[config.mk]
export PLATFORM = sky130hd
export DESIGN_NAME = tldf_top
export DESIGN_NICKNAME = d
export VERILOG_FILES = /design/src/logic/tldf_pkg.sv /design/src/logic/tldf_trace.sv /design/src/logic/tldf_top.sv
export SDC_FILE = /design/constraint.sdc
export NUM_CORES = 1
export LEC_CHECK = 0
export BUFFER_PORTS_ARGS = -buffer_cell sky130_fd_sc_hd__buf_2
export CAP_MARGIN = 20
export CORE_UTILIZATION = 46
export DETAILED_ROUTE_END_ITERATION = 8
export PLACE_DENSITY = 0.87
export SLEW_MARGIN = 30
export SYNTH_ARGS = -nofsm -noshare
export SYNTH_HDL_FRONTEND = slang
export SYNTH_SLANG_ARGS = --single-unit
[constraint.sdc]
create_clock -name i_clk -period 2.3 [get_ports i_clk]
set_input_delay 0.69 -clock i_clk [delete_from_list [all_inputs] [get_ports i_clk]]
set_output_delay 0.69 -clock i_clk [all_outputs]
set_load 0.005 [all_outputs]
[src/logic/tldf_pkg.sv]
// Constants and rule summary for the debug flag block.
// Assumes a single 10 MHz clock and a synchronous active-high reset.
//
// Function
// - Sampling ready flag while facility prepared
// - Start bit runs; clear suspends, drops flags
// - Running flag while sampling active
// - Trigger bit rise equals trigger instruction
// - After-trigger flag, then done flag
// - Latch ready flag while able to capture
// - Latch command rise takes one capture
// - Latch done flag after capture finishes
// - Latch clear rise re-arms latch
// - Program trace ready flag while prepared
// - Program start runs; clear suspends, drops flags
// - Program running flag while executing
// - Program trigger rise equals trigger instruction
// - Program after-trigger flag, then done flag
// - Step ready after registration and ready
// - Step start runs; clear suspends, drops flags
// - Step running until completion or suspension
// - First-trigger on any block; cleared at start
// - All-triggers when every block; cleared at start
// - Step done at finish; cleared at start
// - Separate error flags for sampling, latch and program trace
`default_nettype none
package tldf_pkg;
  // ****************************************************************
  // Register map
  // ****************************************************************
  localparam logic [3:0] TLDF_CTL_OFS  = 4'h0;
  localparam logic [3:0] TLDF_STAT_OFS = 4'h4;
  localparam logic [3:0] TLDF_STEP_OFS = 4'h8;
  // Control field positions
  localparam int TLDF_CTL_SSTART = 0;
  localparam int TLDF_CTL_STRIG  = 1;
  localparam int TLDF_CTL_LCMD   = 2;
  localparam int TLDF_CTL_LCLR   = 3;
  localparam int TLDF_CTL_PSTART = 4;
  localparam int TLDF_CTL_PTRIG  = 5;
  localparam int TLDF_CTL_TSTART = 6;
  localparam logic [6:0] TLDF_CTL_RST = 7'h00;
  // ****************************************************************
  // Facility states
  // ****************************************************************
  typedef enum logic [1:0] {TLDF_IDLE, TLDF_RUN, TLDF_POST, TLDF_DONE} tldf_trace_t;
endpackage
`default_nettype wire

[src/logic/tldf_trace.sv]
// One trace facility: sampling or program trace flags.
// Assumes the start level comes from the control register and the trigger pulse from its trigger bit or the trigger instruction.
`default_nettype none
module tldf_trace
  import tldf_pkg::*;
(
  // Clock and reset
  input  wire logic i_clk,
  input  wire logic i_sys_rst,
  // Control
  input  wire logic i_ready,
  input  wire logic i_start,
  input  wire logic i_trig,
  input  wire logic i_finish,
  input  wire logic i_err,
  // Status
  output logic      o_running,
  output logic      o_after,
  output logic      o_done,
  output logic      o_error
);
  tldf_trace_t state_reg, state_next;
  logic        err_reg,   err_next;

  always_comb begin
    state_next = state_reg;
    err_next   = err_reg;
    if (!i_start) begin
      state_next = TLDF_IDLE;
      err_next   = 1'b0;
    end else begin
      unique case (state_reg)
        TLDF_IDLE: if (i_ready) state_next = TLDF_RUN;
        TLDF_RUN:  if (i_trig) state_next = TLDF_POST;
        TLDF_POST: if (i_finish) state_next = TLDF_DONE;
        TLDF_DONE: state_next = TLDF_DONE;
      endcase
      if (i_err && (state_reg == TLDF_RUN || state_reg == TLDF_POST)) begin
        err_next = 1'b1;
      end
    end
  end

  always_ff @(posedge i_clk) begin
    if (i_sys_rst) begin
      state_reg <= TLDF_IDLE;
      err_reg   <= 1'b0;
    end else begin
      state_reg <= state_next;
      err_reg   <= err_next;
    end
  end

  assign o_running = (state_reg == TLDF_RUN) || (state_reg == TLDF_POST);
  assign o_after   = (state_reg == TLDF_POST) || (state_reg == TLDF_DONE);
  assign o_done    = (state_reg == TLDF_DONE);
  assign o_error   = err_reg;
endmodule
`default_nettype wire

[src/logic/tldf_top.sv]
// Debug flag block: sampling, latch, program and step trace flags.
// Assumes a plain register port; read data appear one cycle after the strobe.
`default_nettype none
module tldf_top
  import tldf_pkg::*;
#(
  parameter int NBLK = 4
)(
  // Clock and reset
  input  wire logic            i_clk,
  input  wire logic            i_sys_rst,
  // Register port
  input  wire logic [3:0]      i_addr,
  input  wire logic [31:0]     i_wdata,
  input  wire logic            i_wr,
  input  wire logic            i_rd,
  output logic      [31:0]     o_rdata,
  // Engine handshakes
  input  wire logic            i_sampling_prepared,
  input  wire logic            i_sampling_trigger_instr,
  input  wire logic            i_sampling_finish,
  input  wire logic            i_sampling_fault,
  input  wire logic            i_latch_prepared,
  input  wire logic            i_latch_finish,
  input  wire logic            i_latch_fault,
  input  wire logic            i_prog_prepared,
  input  wire logic            i_prog_trigger_instr,
  input  wire logic            i_prog_finish,
  input  wire logic            i_prog_fault,
  input  wire logic            i_step_registered,
  input  wire logic [NBLK-1:0] i_step_blk_trig,
  input  wire logic            i_step_finish,
  // Status flags
  output logic                 o_sampling_ready_flag,
  output logic                 o_sampling_running_flag,
  output logic                 o_sampling_done_flag,
  output logic                 o_latch_ready_flag,
  output logic                 o_latch_done_flag,
  output logic                 o_latch_capture,
  output logic                 o_prog_trace_running_flag,
  output logic                 o_step_trace_running_flag,
  output logic                 o_step_trace_done_flag
);
  // ****************************************************************
  // Control register
  // ****************************************************************
  logic [6:0]      ctl_reg,   ctl_next;
  logic [6:0]      ctlq_reg,  ctlq_next;
  logic            lat_busy_reg, lat_busy_next;
  logic            lat_done_reg, lat_done_next;
  logic            lat_err_reg,  lat_err_next;
  logic            cap_reg,   cap_next;
  logic            st_run_reg, st_run_next;
  logic            st_done_reg, st_done_next;
  logic [NBLK-1:0] blk_reg,   blk_next;
  logic [31:0]     rd_reg,    rd_next;
  logic [9:0]      out_reg,   out_next;
  logic            s_rise, l_cmd_rise, l_clr_rise, p_rise, t_start_rise;
  logic            s_run, s_after, s_done, s_err;
  logic            p_run, p_after, p_done, p_err;
  logic            first_trig, all_trig;
  logic            step_ready;

  function automatic logic rise(input logic [6:0] now, input logic [6:0] was, input int b);
    rise = now[b] && !was[b];
  endfunction

  assign s_rise       = rise(ctl_reg, ctlq_reg, TLDF_CTL_STRIG) || i_sampling_trigger_instr;
  assign p_rise       = rise(ctl_reg, ctlq_reg, TLDF_CTL_PTRIG) || i_prog_trigger_instr;
  assign l_cmd_rise   = rise(ctl_reg, ctlq_reg, TLDF_CTL_LCMD);
  assign l_clr_rise   = rise(ctl_reg, ctlq_reg, TLDF_CTL_LCLR);
  assign t_start_rise = rise(ctl_reg, ctlq_reg, TLDF_CTL_TSTART);

  // ****************************************************************
  // Sampling and program trace
  // ****************************************************************
  tldf_trace u_samp (
    .i_clk     (i_clk),
    .i_sys_rst (i_sys_rst),
    .i_ready   (i_sampling_prepared),
    .i_start   (ctl_reg[TLDF_CTL_SSTART]),
    .i_trig    (s_rise),
    .i_finish  (i_sampling_finish),
    .i_err     (i_sampling_fault),
    .o_running (s_run),
    .o_after   (s_after),
    .o_done    (s_done),
    .o_error   (s_err)
  );

  tldf_trace u_prog (
    .i_clk     (i_clk),
    .i_sys_rst (i_sys_rst),
    .i_ready   (i_prog_prepared),
    .i_start   (ctl_reg[TLDF_CTL_PSTART]),
    .i_trig    (p_rise),
    .i_finish  (i_prog_finish),
    .i_err     (i_prog_fault),
    .o_running (p_run),
    .o_after   (p_after),
    .o_done    (p_done),
    .o_error   (p_err)
  );

  // ****************************************************************
  // Latch, step trace and register port
  // ****************************************************************
  assign step_ready = i_step_registered && !st_run_reg;
  assign first_trig = |blk_reg;
  assign all_trig   = &blk_reg;

  always_comb begin
    ctl_next      = ctl_reg;
    ctlq_next     = ctl_reg;
    lat_busy_next = lat_busy_reg;
    lat_done_next = lat_done_reg;
    lat_err_next  = lat_err_reg;
    cap_next      = 1'b0;
    st_run_next   = st_run_reg;
    st_done_next  = st_done_reg;
    blk_next      = blk_reg;
    rd_next       = 32'h0000_0000;
    if (i_wr && i_addr == TLDF_CTL_OFS) begin
      ctl_next = i_wdata[6:0];
    end
    // Only one capture per arming; further commands are ignored until a clear
    if (l_cmd_rise && !lat_busy_reg && !lat_done_reg && i_latch_prepared) begin
      lat_busy_next = 1'b1;
      cap_next      = 1'b1;
    end
    if (lat_busy_reg && i_latch_fault) begin
      lat_err_next = 1'b1;
    end
    if (lat_busy_reg && i_latch_finish) begin
      lat_busy_next = 1'b0;
      lat_done_next = 1'b1;
    end
    if (l_clr_rise) begin
      lat_done_next = 1'b0;
      lat_err_next  = 1'b0;
    end
    if (t_start_rise) begin
      st_run_next  = 1'b1;
      st_done_next = 1'b0;
      blk_next     = '0;
    end else if (!ctl_reg[TLDF_CTL_TSTART]) begin
      st_run_next  = 1'b0;
      blk_next     = '0;
      st_done_next = 1'b0;
    end else if (st_run_reg) begin
      blk_next = blk_reg | i_step_blk_trig;
      if (i_step_finish) begin
        st_run_next  = 1'b0;
        st_done_next = 1'b1;
      end
    end
    if (i_rd) begin
      unique case (i_addr)
        TLDF_CTL_OFS:  rd_next = {25'h0, ctl_reg};
        TLDF_STAT_OFS: rd_next = {16'h0, p_err, lat_err_reg, s_err, 1'b0,
                                  p_done, p_after, p_run, i_prog_prepared, lat_done_reg,
                                  i_latch_prepared && !lat_busy_reg && !lat_done_reg,
                                  s_done, s_after, s_run, i_sampling_prepared, 2'h0};
        TLDF_STEP_OFS: rd_next = {27'h0, st_done_reg, all_trig, first_trig,
                                  st_run_reg, step_ready};
        default:       rd_next = 32'h0000_0000;
      endcase
    end
    out_next = {i_sampling_prepared, s_run, s_done,
                i_latch_prepared && !lat_busy_reg && !lat_done_reg, lat_done_reg,
                cap_reg, p_run, st_run_reg, st_done_reg, 1'b0};
  end

  always_ff @(posedge i_clk) begin
    if (i_sys_rst) begin
      ctl_reg      <= TLDF_CTL_RST;
      ctlq_reg     <= TLDF_CTL_RST;
      lat_busy_reg <= 1'b0;
      lat_done_reg <= 1'b0;
      lat_err_reg  <= 1'b0;
      cap_reg      <= 1'b0;
      st_run_reg   <= 1'b0;
      st_done_reg  <= 1'b0;
      blk_reg      <= '0;
      rd_reg       <= 32'h0000_0000;
      out_reg      <= 10'h000;
    end else begin
      ctl_reg      <= ctl_next;
      ctlq_reg     <= ctlq_next;
      lat_busy_reg <= lat_busy_next;
      lat_done_reg <= lat_done_next;
      lat_err_reg  <= lat_err_next;
      cap_reg      <= cap_next;
      st_run_reg   <= st_run_next;
      st_done_reg  <= st_done_next;
      blk_reg      <= blk_next;
      rd_reg       <= rd_next;
      out_reg      <= out_next;
    end
  end

  assign o_rdata                   = rd_reg;
  assign o_sampling_ready_flag     = out_reg[9];
  assign o_sampling_running_flag   = out_reg[8];
  assign o_sampling_done_flag      = out_reg[7];
  assign o_latch_ready_flag        = out_reg[6];
  assign o_latch_done_flag         = out_reg[5];
  assign o_latch_capture           = out_reg[4];
  assign o_prog_trace_running_flag = out_reg[3];
  assign o_step_trace_running_flag = out_reg[2];
  assign o_step_trace_done_flag    = out_reg[1];
endmodule
`default_nettype wire

==> implementation parameters <==
Parameter                              Value

Critical path
  RR Endpoint ... u_prog.state_reg[0]
  WP buf/inv ... 1
  Nature of the critical path endpoint ... flop
  Worst setup SP type ... input port
  Register-to-register setup slack ... 0.73 ns
  Launch point of the worst reg-to-reg path ... u_prog.state_reg[1]
  Classification of the worst setup path ... in2reg
  Depth of the worst register-to-register path ... 5
  Worst path max stage delay ... 0.59 ns
  CP max FO ... 8
  WP data required ... 2.54 ns
  Cell depth of the worst setup path ... 4
  Worst path slowest cell ... sky130_fd_sc_hd__or4b_1
  Cell Chain, Critical Path ... buf_2, or4b_1, nor3b_4, and2_1
  Cell family with most CP delay ... simple AND/OR/NAND/NOR gates
  Arrival time of data at the critical path endpoint ... 2.00 ns

Global routing
  Antenna violations before repair ... 0
  Grt total ovfl ... 0
  Largest net degree at the start of global routing ... 28
  Wire length of the first global-routing pass ... 6270 um
  Number of global-route vias before repair ... 1419
  GRT Total Usage ... 0.167

Clock tree
  Number of buffers on the longest clock path ... 2
  Total clock sinks ... 52
  CTS Root Cell ... sky130_fd_sc_hd__clkbuf_8
  Count of buffers added by post-CTS timing repair for setup ... 0
  Post-CTS Resized ... 0
  TritonCTS clock tree ... done
  Clock transition time at the flip-flop clock pins of the worst setup and hold paths ... 0.09 ns
  CTS Hold Buffers Added ... 0
  Number of clock buffers inserted by TritonCTS ... 5
  Count of H-tree levels built during CTS ... 2
  Clk Latency, worst-skew pair ... 0.30 ns

Routing
  Wire length on met3 ... 271 um
  Routed metal-1 wirelength ... 1570 um
  Number of nets with antenna violations after detailed routing ... 0
  Total Routed Length ... 3810 um
  Count of unresolved DRC violations after routing ... 0
  Via-to-Cell Ratio ... 4.80
  Overall via count from detail_route ... 1547
  First-pass iteration count of the detailed router ... 4
  Number of DRC markers after the initial detailed-route iteration ... 97
  Top layer in use ... met4
  Avg WL per Cell ... 11.8 um
  Met2 Routed Length ... 1890 um

Die
  Starting utilization of the core area ... 0.482
  Die H ... 69.5 um
  Width of the chip ... 69.5 um
  Top-level port count ... 98
  Core Rows ... 24
  Area of the die ... 4830 sq um
  Core region area ... 4350 sq um

Pwr
  Share of total power in combinational logic ... 0.056
  Leakage ... 0.00116 uW
  Net switching power figure ... 324 uW
  Fraction of power consumed by sequential logic ... 0.569
  Clock power share ... 0.375
  Largest voltage drop on the vdd net ... 0.230 mV
  Cell-internal power ... 1270 uW
  Power Density ... 643 nW/um^2
  Sw frac ... 0.203

STA
  Actual transition at the worst max-transition pin ... 0.545 ns
  Number of endpoints with negative hold slack in the final report ... 0
  Final period util ... 0.764
  Final number of max-transition violations ... 0
  Setup ws final ... 0.543 ns
  Count of final setup violators ... 0
  Post-route setup TNS ... 0 ns
  RSZ-0062 raised after global routing ... false
  Fmax ... 569 MHz
  Fin crit period ... 1.76 ns
  Slew headroom ... 0.637
  Skew final ... 0.00613 ns

Layout
  Fillcell total ... 373
  Area growth from synthesis to layout ... 18.1%
  Number of flip-flops under the largest register name ... 15
  Proportion of layout cells with a drive suffix above 1 ... 0.263
  ANT cells ... 0
  Multi-input gate area ... 917 sq um
  Post-layout nets ... 335
  Sequential standard cell area ... 1040 sq um

Yosys
  Number of instances in the synthesized netlist ... 211
  Average size of a mapped cell ... 9.94 sq um
  Synth unique cells ... 34
  Share of the yosys chip area belonging to registers ... 0.496
  Total of flip-flops plus latches after synthesis ... 52
  Cell types occupying the most area after synthesis ... sky130_fd_sc_hd__dfxtp_1, sky130_fd_sc_hd__buf_4, sky130_fd_sc_hd__ha_1
  Count of flip-flops with a built-in enable after synthesis ... 0
  Proportion of register bits with asynchronous set or reset after synthesis ... 0
  Cell Area, Synth ... 2100 sq um
  Post-synth top flop ... sky130_fd_sc_hd__dfxtp_1
  Synth top area share ... 0.496
  Number of warning messages in the yosys log ... 0
  Biggest area consumer among synthesized cells ... sky130_fd_sc_hd__dfxtp_1

Placement
  Weighted congestion reported at the end of routability-driven placement ... 0.860
  Post-placement worst setup slack ... 0.223 ns
  Half-perimeter wire length after detailed placement ... 2880 um
  Port Buf Inserts ... 55

Run
  Count of max-cap constraint violations ... 0

Worst hold path
  Destination of the worst hold path ... st_run_reg
  Hold depth ... 1
  Startpoint of the tightest hold check path ... ctlq_reg[6]
  Worst hold path type ... reg2reg

Status
  Result of the run ... finished, final reports clean
## kinds of logic after synthesis
family                   count (synthesis)  synth area share
AO/OA/AOI/OAI                           26            0.0812
multiplexers                            11            0.0543
buffers and inverters                   35            0.0949
AND/OR/NAND/NOR                         77             0.218
adder cells (fa/ha/maj)                  9            0.0537
flip-flops                              52             0.496
other                                    1           0.00179
## synth_stat cells (3+ instances only)
master	count
sky130_fd_sc_hd__mux2i_1	8
sky130_fd_sc_hd__nor2b_1	14
sky130_fd_sc_hd__clkbuf_1	4
sky130_fd_sc_hd__and2b_1	5
sky130_fd_sc_hd__ha_1	9
sky130_fd_sc_hd__dfxtp_1	52
sky130_fd_sc_hd__buf_4	18
sky130_fd_sc_hd__nand4b_1	4
sky130_fd_sc_hd__nor2_1	16
sky130_fd_sc_hd__inv_1	11
sky130_fd_sc_hd__nor3_1	5
sky130_fd_sc_hd__mux2_2	3
sky130_fd_sc_hd__nand2b_1	12
sky130_fd_sc_hd__nand2_1	7
sky130_fd_sc_hd__o21ai_0	4
sky130_fd_sc_hd__a21oi_1	11
sky130_fd_sc_hd__and2_1	8
## worst max path at each step
| stage | from | to | slack [ns] |
|---|---|---|---|
| 3_5_place_dp | i_sys_rst | o_rdata[13] | 0.22 |
| 2_1_floorplan | i_addr[3] | ctl_reg[1] | 0.40 |
| 4_1_cts | i_sys_rst | o_rdata[13] | 0.53 |
| 6_report | i_sys_rst | o_rdata[13] | 0.54 |
| 5_1_grt | i_sys_rst | o_rdata[13] | 0.49 |
| 3_3_place_gp | i_sys_rst | o_rdata[13] | 0.23 |
## worst register-to-register path: cells and delay by family (launching register included)
kind | cells | cell delay (ns)
multiplexers | 1 | 0.25
adder cells (fa/ha/maj) | 1 | 0.18
AND/OR/NAND/NOR | 1 | 0.13
buffers and inverters | 1 | 0.08
AO/OA/AOI/OAI | 1 | 0.48
flip-flops | 1 | 0.38
## metrics by stage
stage	std cells	total power, uW	util	hold slack (ns)	area (sq um)
5_1_grt	322	1650	0.569	0.442	2480
6_report	322	1590	0.569	0.438	2480
2_1_floorplan	227	994	-	0.401	2160
4_1_cts	322	1610	0.569	0.435	2480
3_3_place_gp	314	1020	0.544	0.406	2370
3_5_place_dp	314	1020	0.544	0.423	2370
## layer usage
layer | up-vias | GRT usage
li1 | 782 | -
met1 | 697 | 0.191
met5 | - | 0
met4 | 0 | 0.0680
met2 | 58 | 0.292
met3 | 10 | 0.0451
## power groups by stage
stage	clock network, uW	logic, uW	registers, uW
CTS	613	89.2	907
detailed placement	0	88.4	928
global route	646	99.6	908
floorplan	0	66.3	928
global placement	0	87.3	928
finish	597	89.6	907
## cell type report
class                           count  share of cell area
Sequential cell                    52               0.420
Multi-Input combinational cell    140               0.370
Timing Repair Buffer               59               0.123
Clock buffer                        6              0.0293
Tap cell                           52              0.0263
Inverter                           11              0.0167
Clock inverter                      2              0.0141
## cells in the final DEF, fill, tap and decap left out, drive strengths merged
master	Yosys	routed
dfxtp	52	52
o21a	1	1
nand3b	1	1
ha	9	9
o32ai	2	2
o22a	1	1
and2b	5	5
a22o	1	1
o21ai	4	4
nor4	2	2
a31oi	1	1
and2	8	8
buf	20	59
nor2	16	16
a21oi	11	11
clkinv	0	1
clkbuf	4	6
a21o	1	1
nand3	1	1
nor3	5	5
o32a	1	1
nand2	7	7
mux2	3	3
nor3b	1	1
a211o	1	1
bufinv	0	1
a222oi	2	2
nand2b	12	12
or4b	1	1
conb	1	17
nand4b	4	4
mux2i	8	8
inv	11	11
nor2b	14	14
No activity file was read; power rests on OpenSTA's default activity.
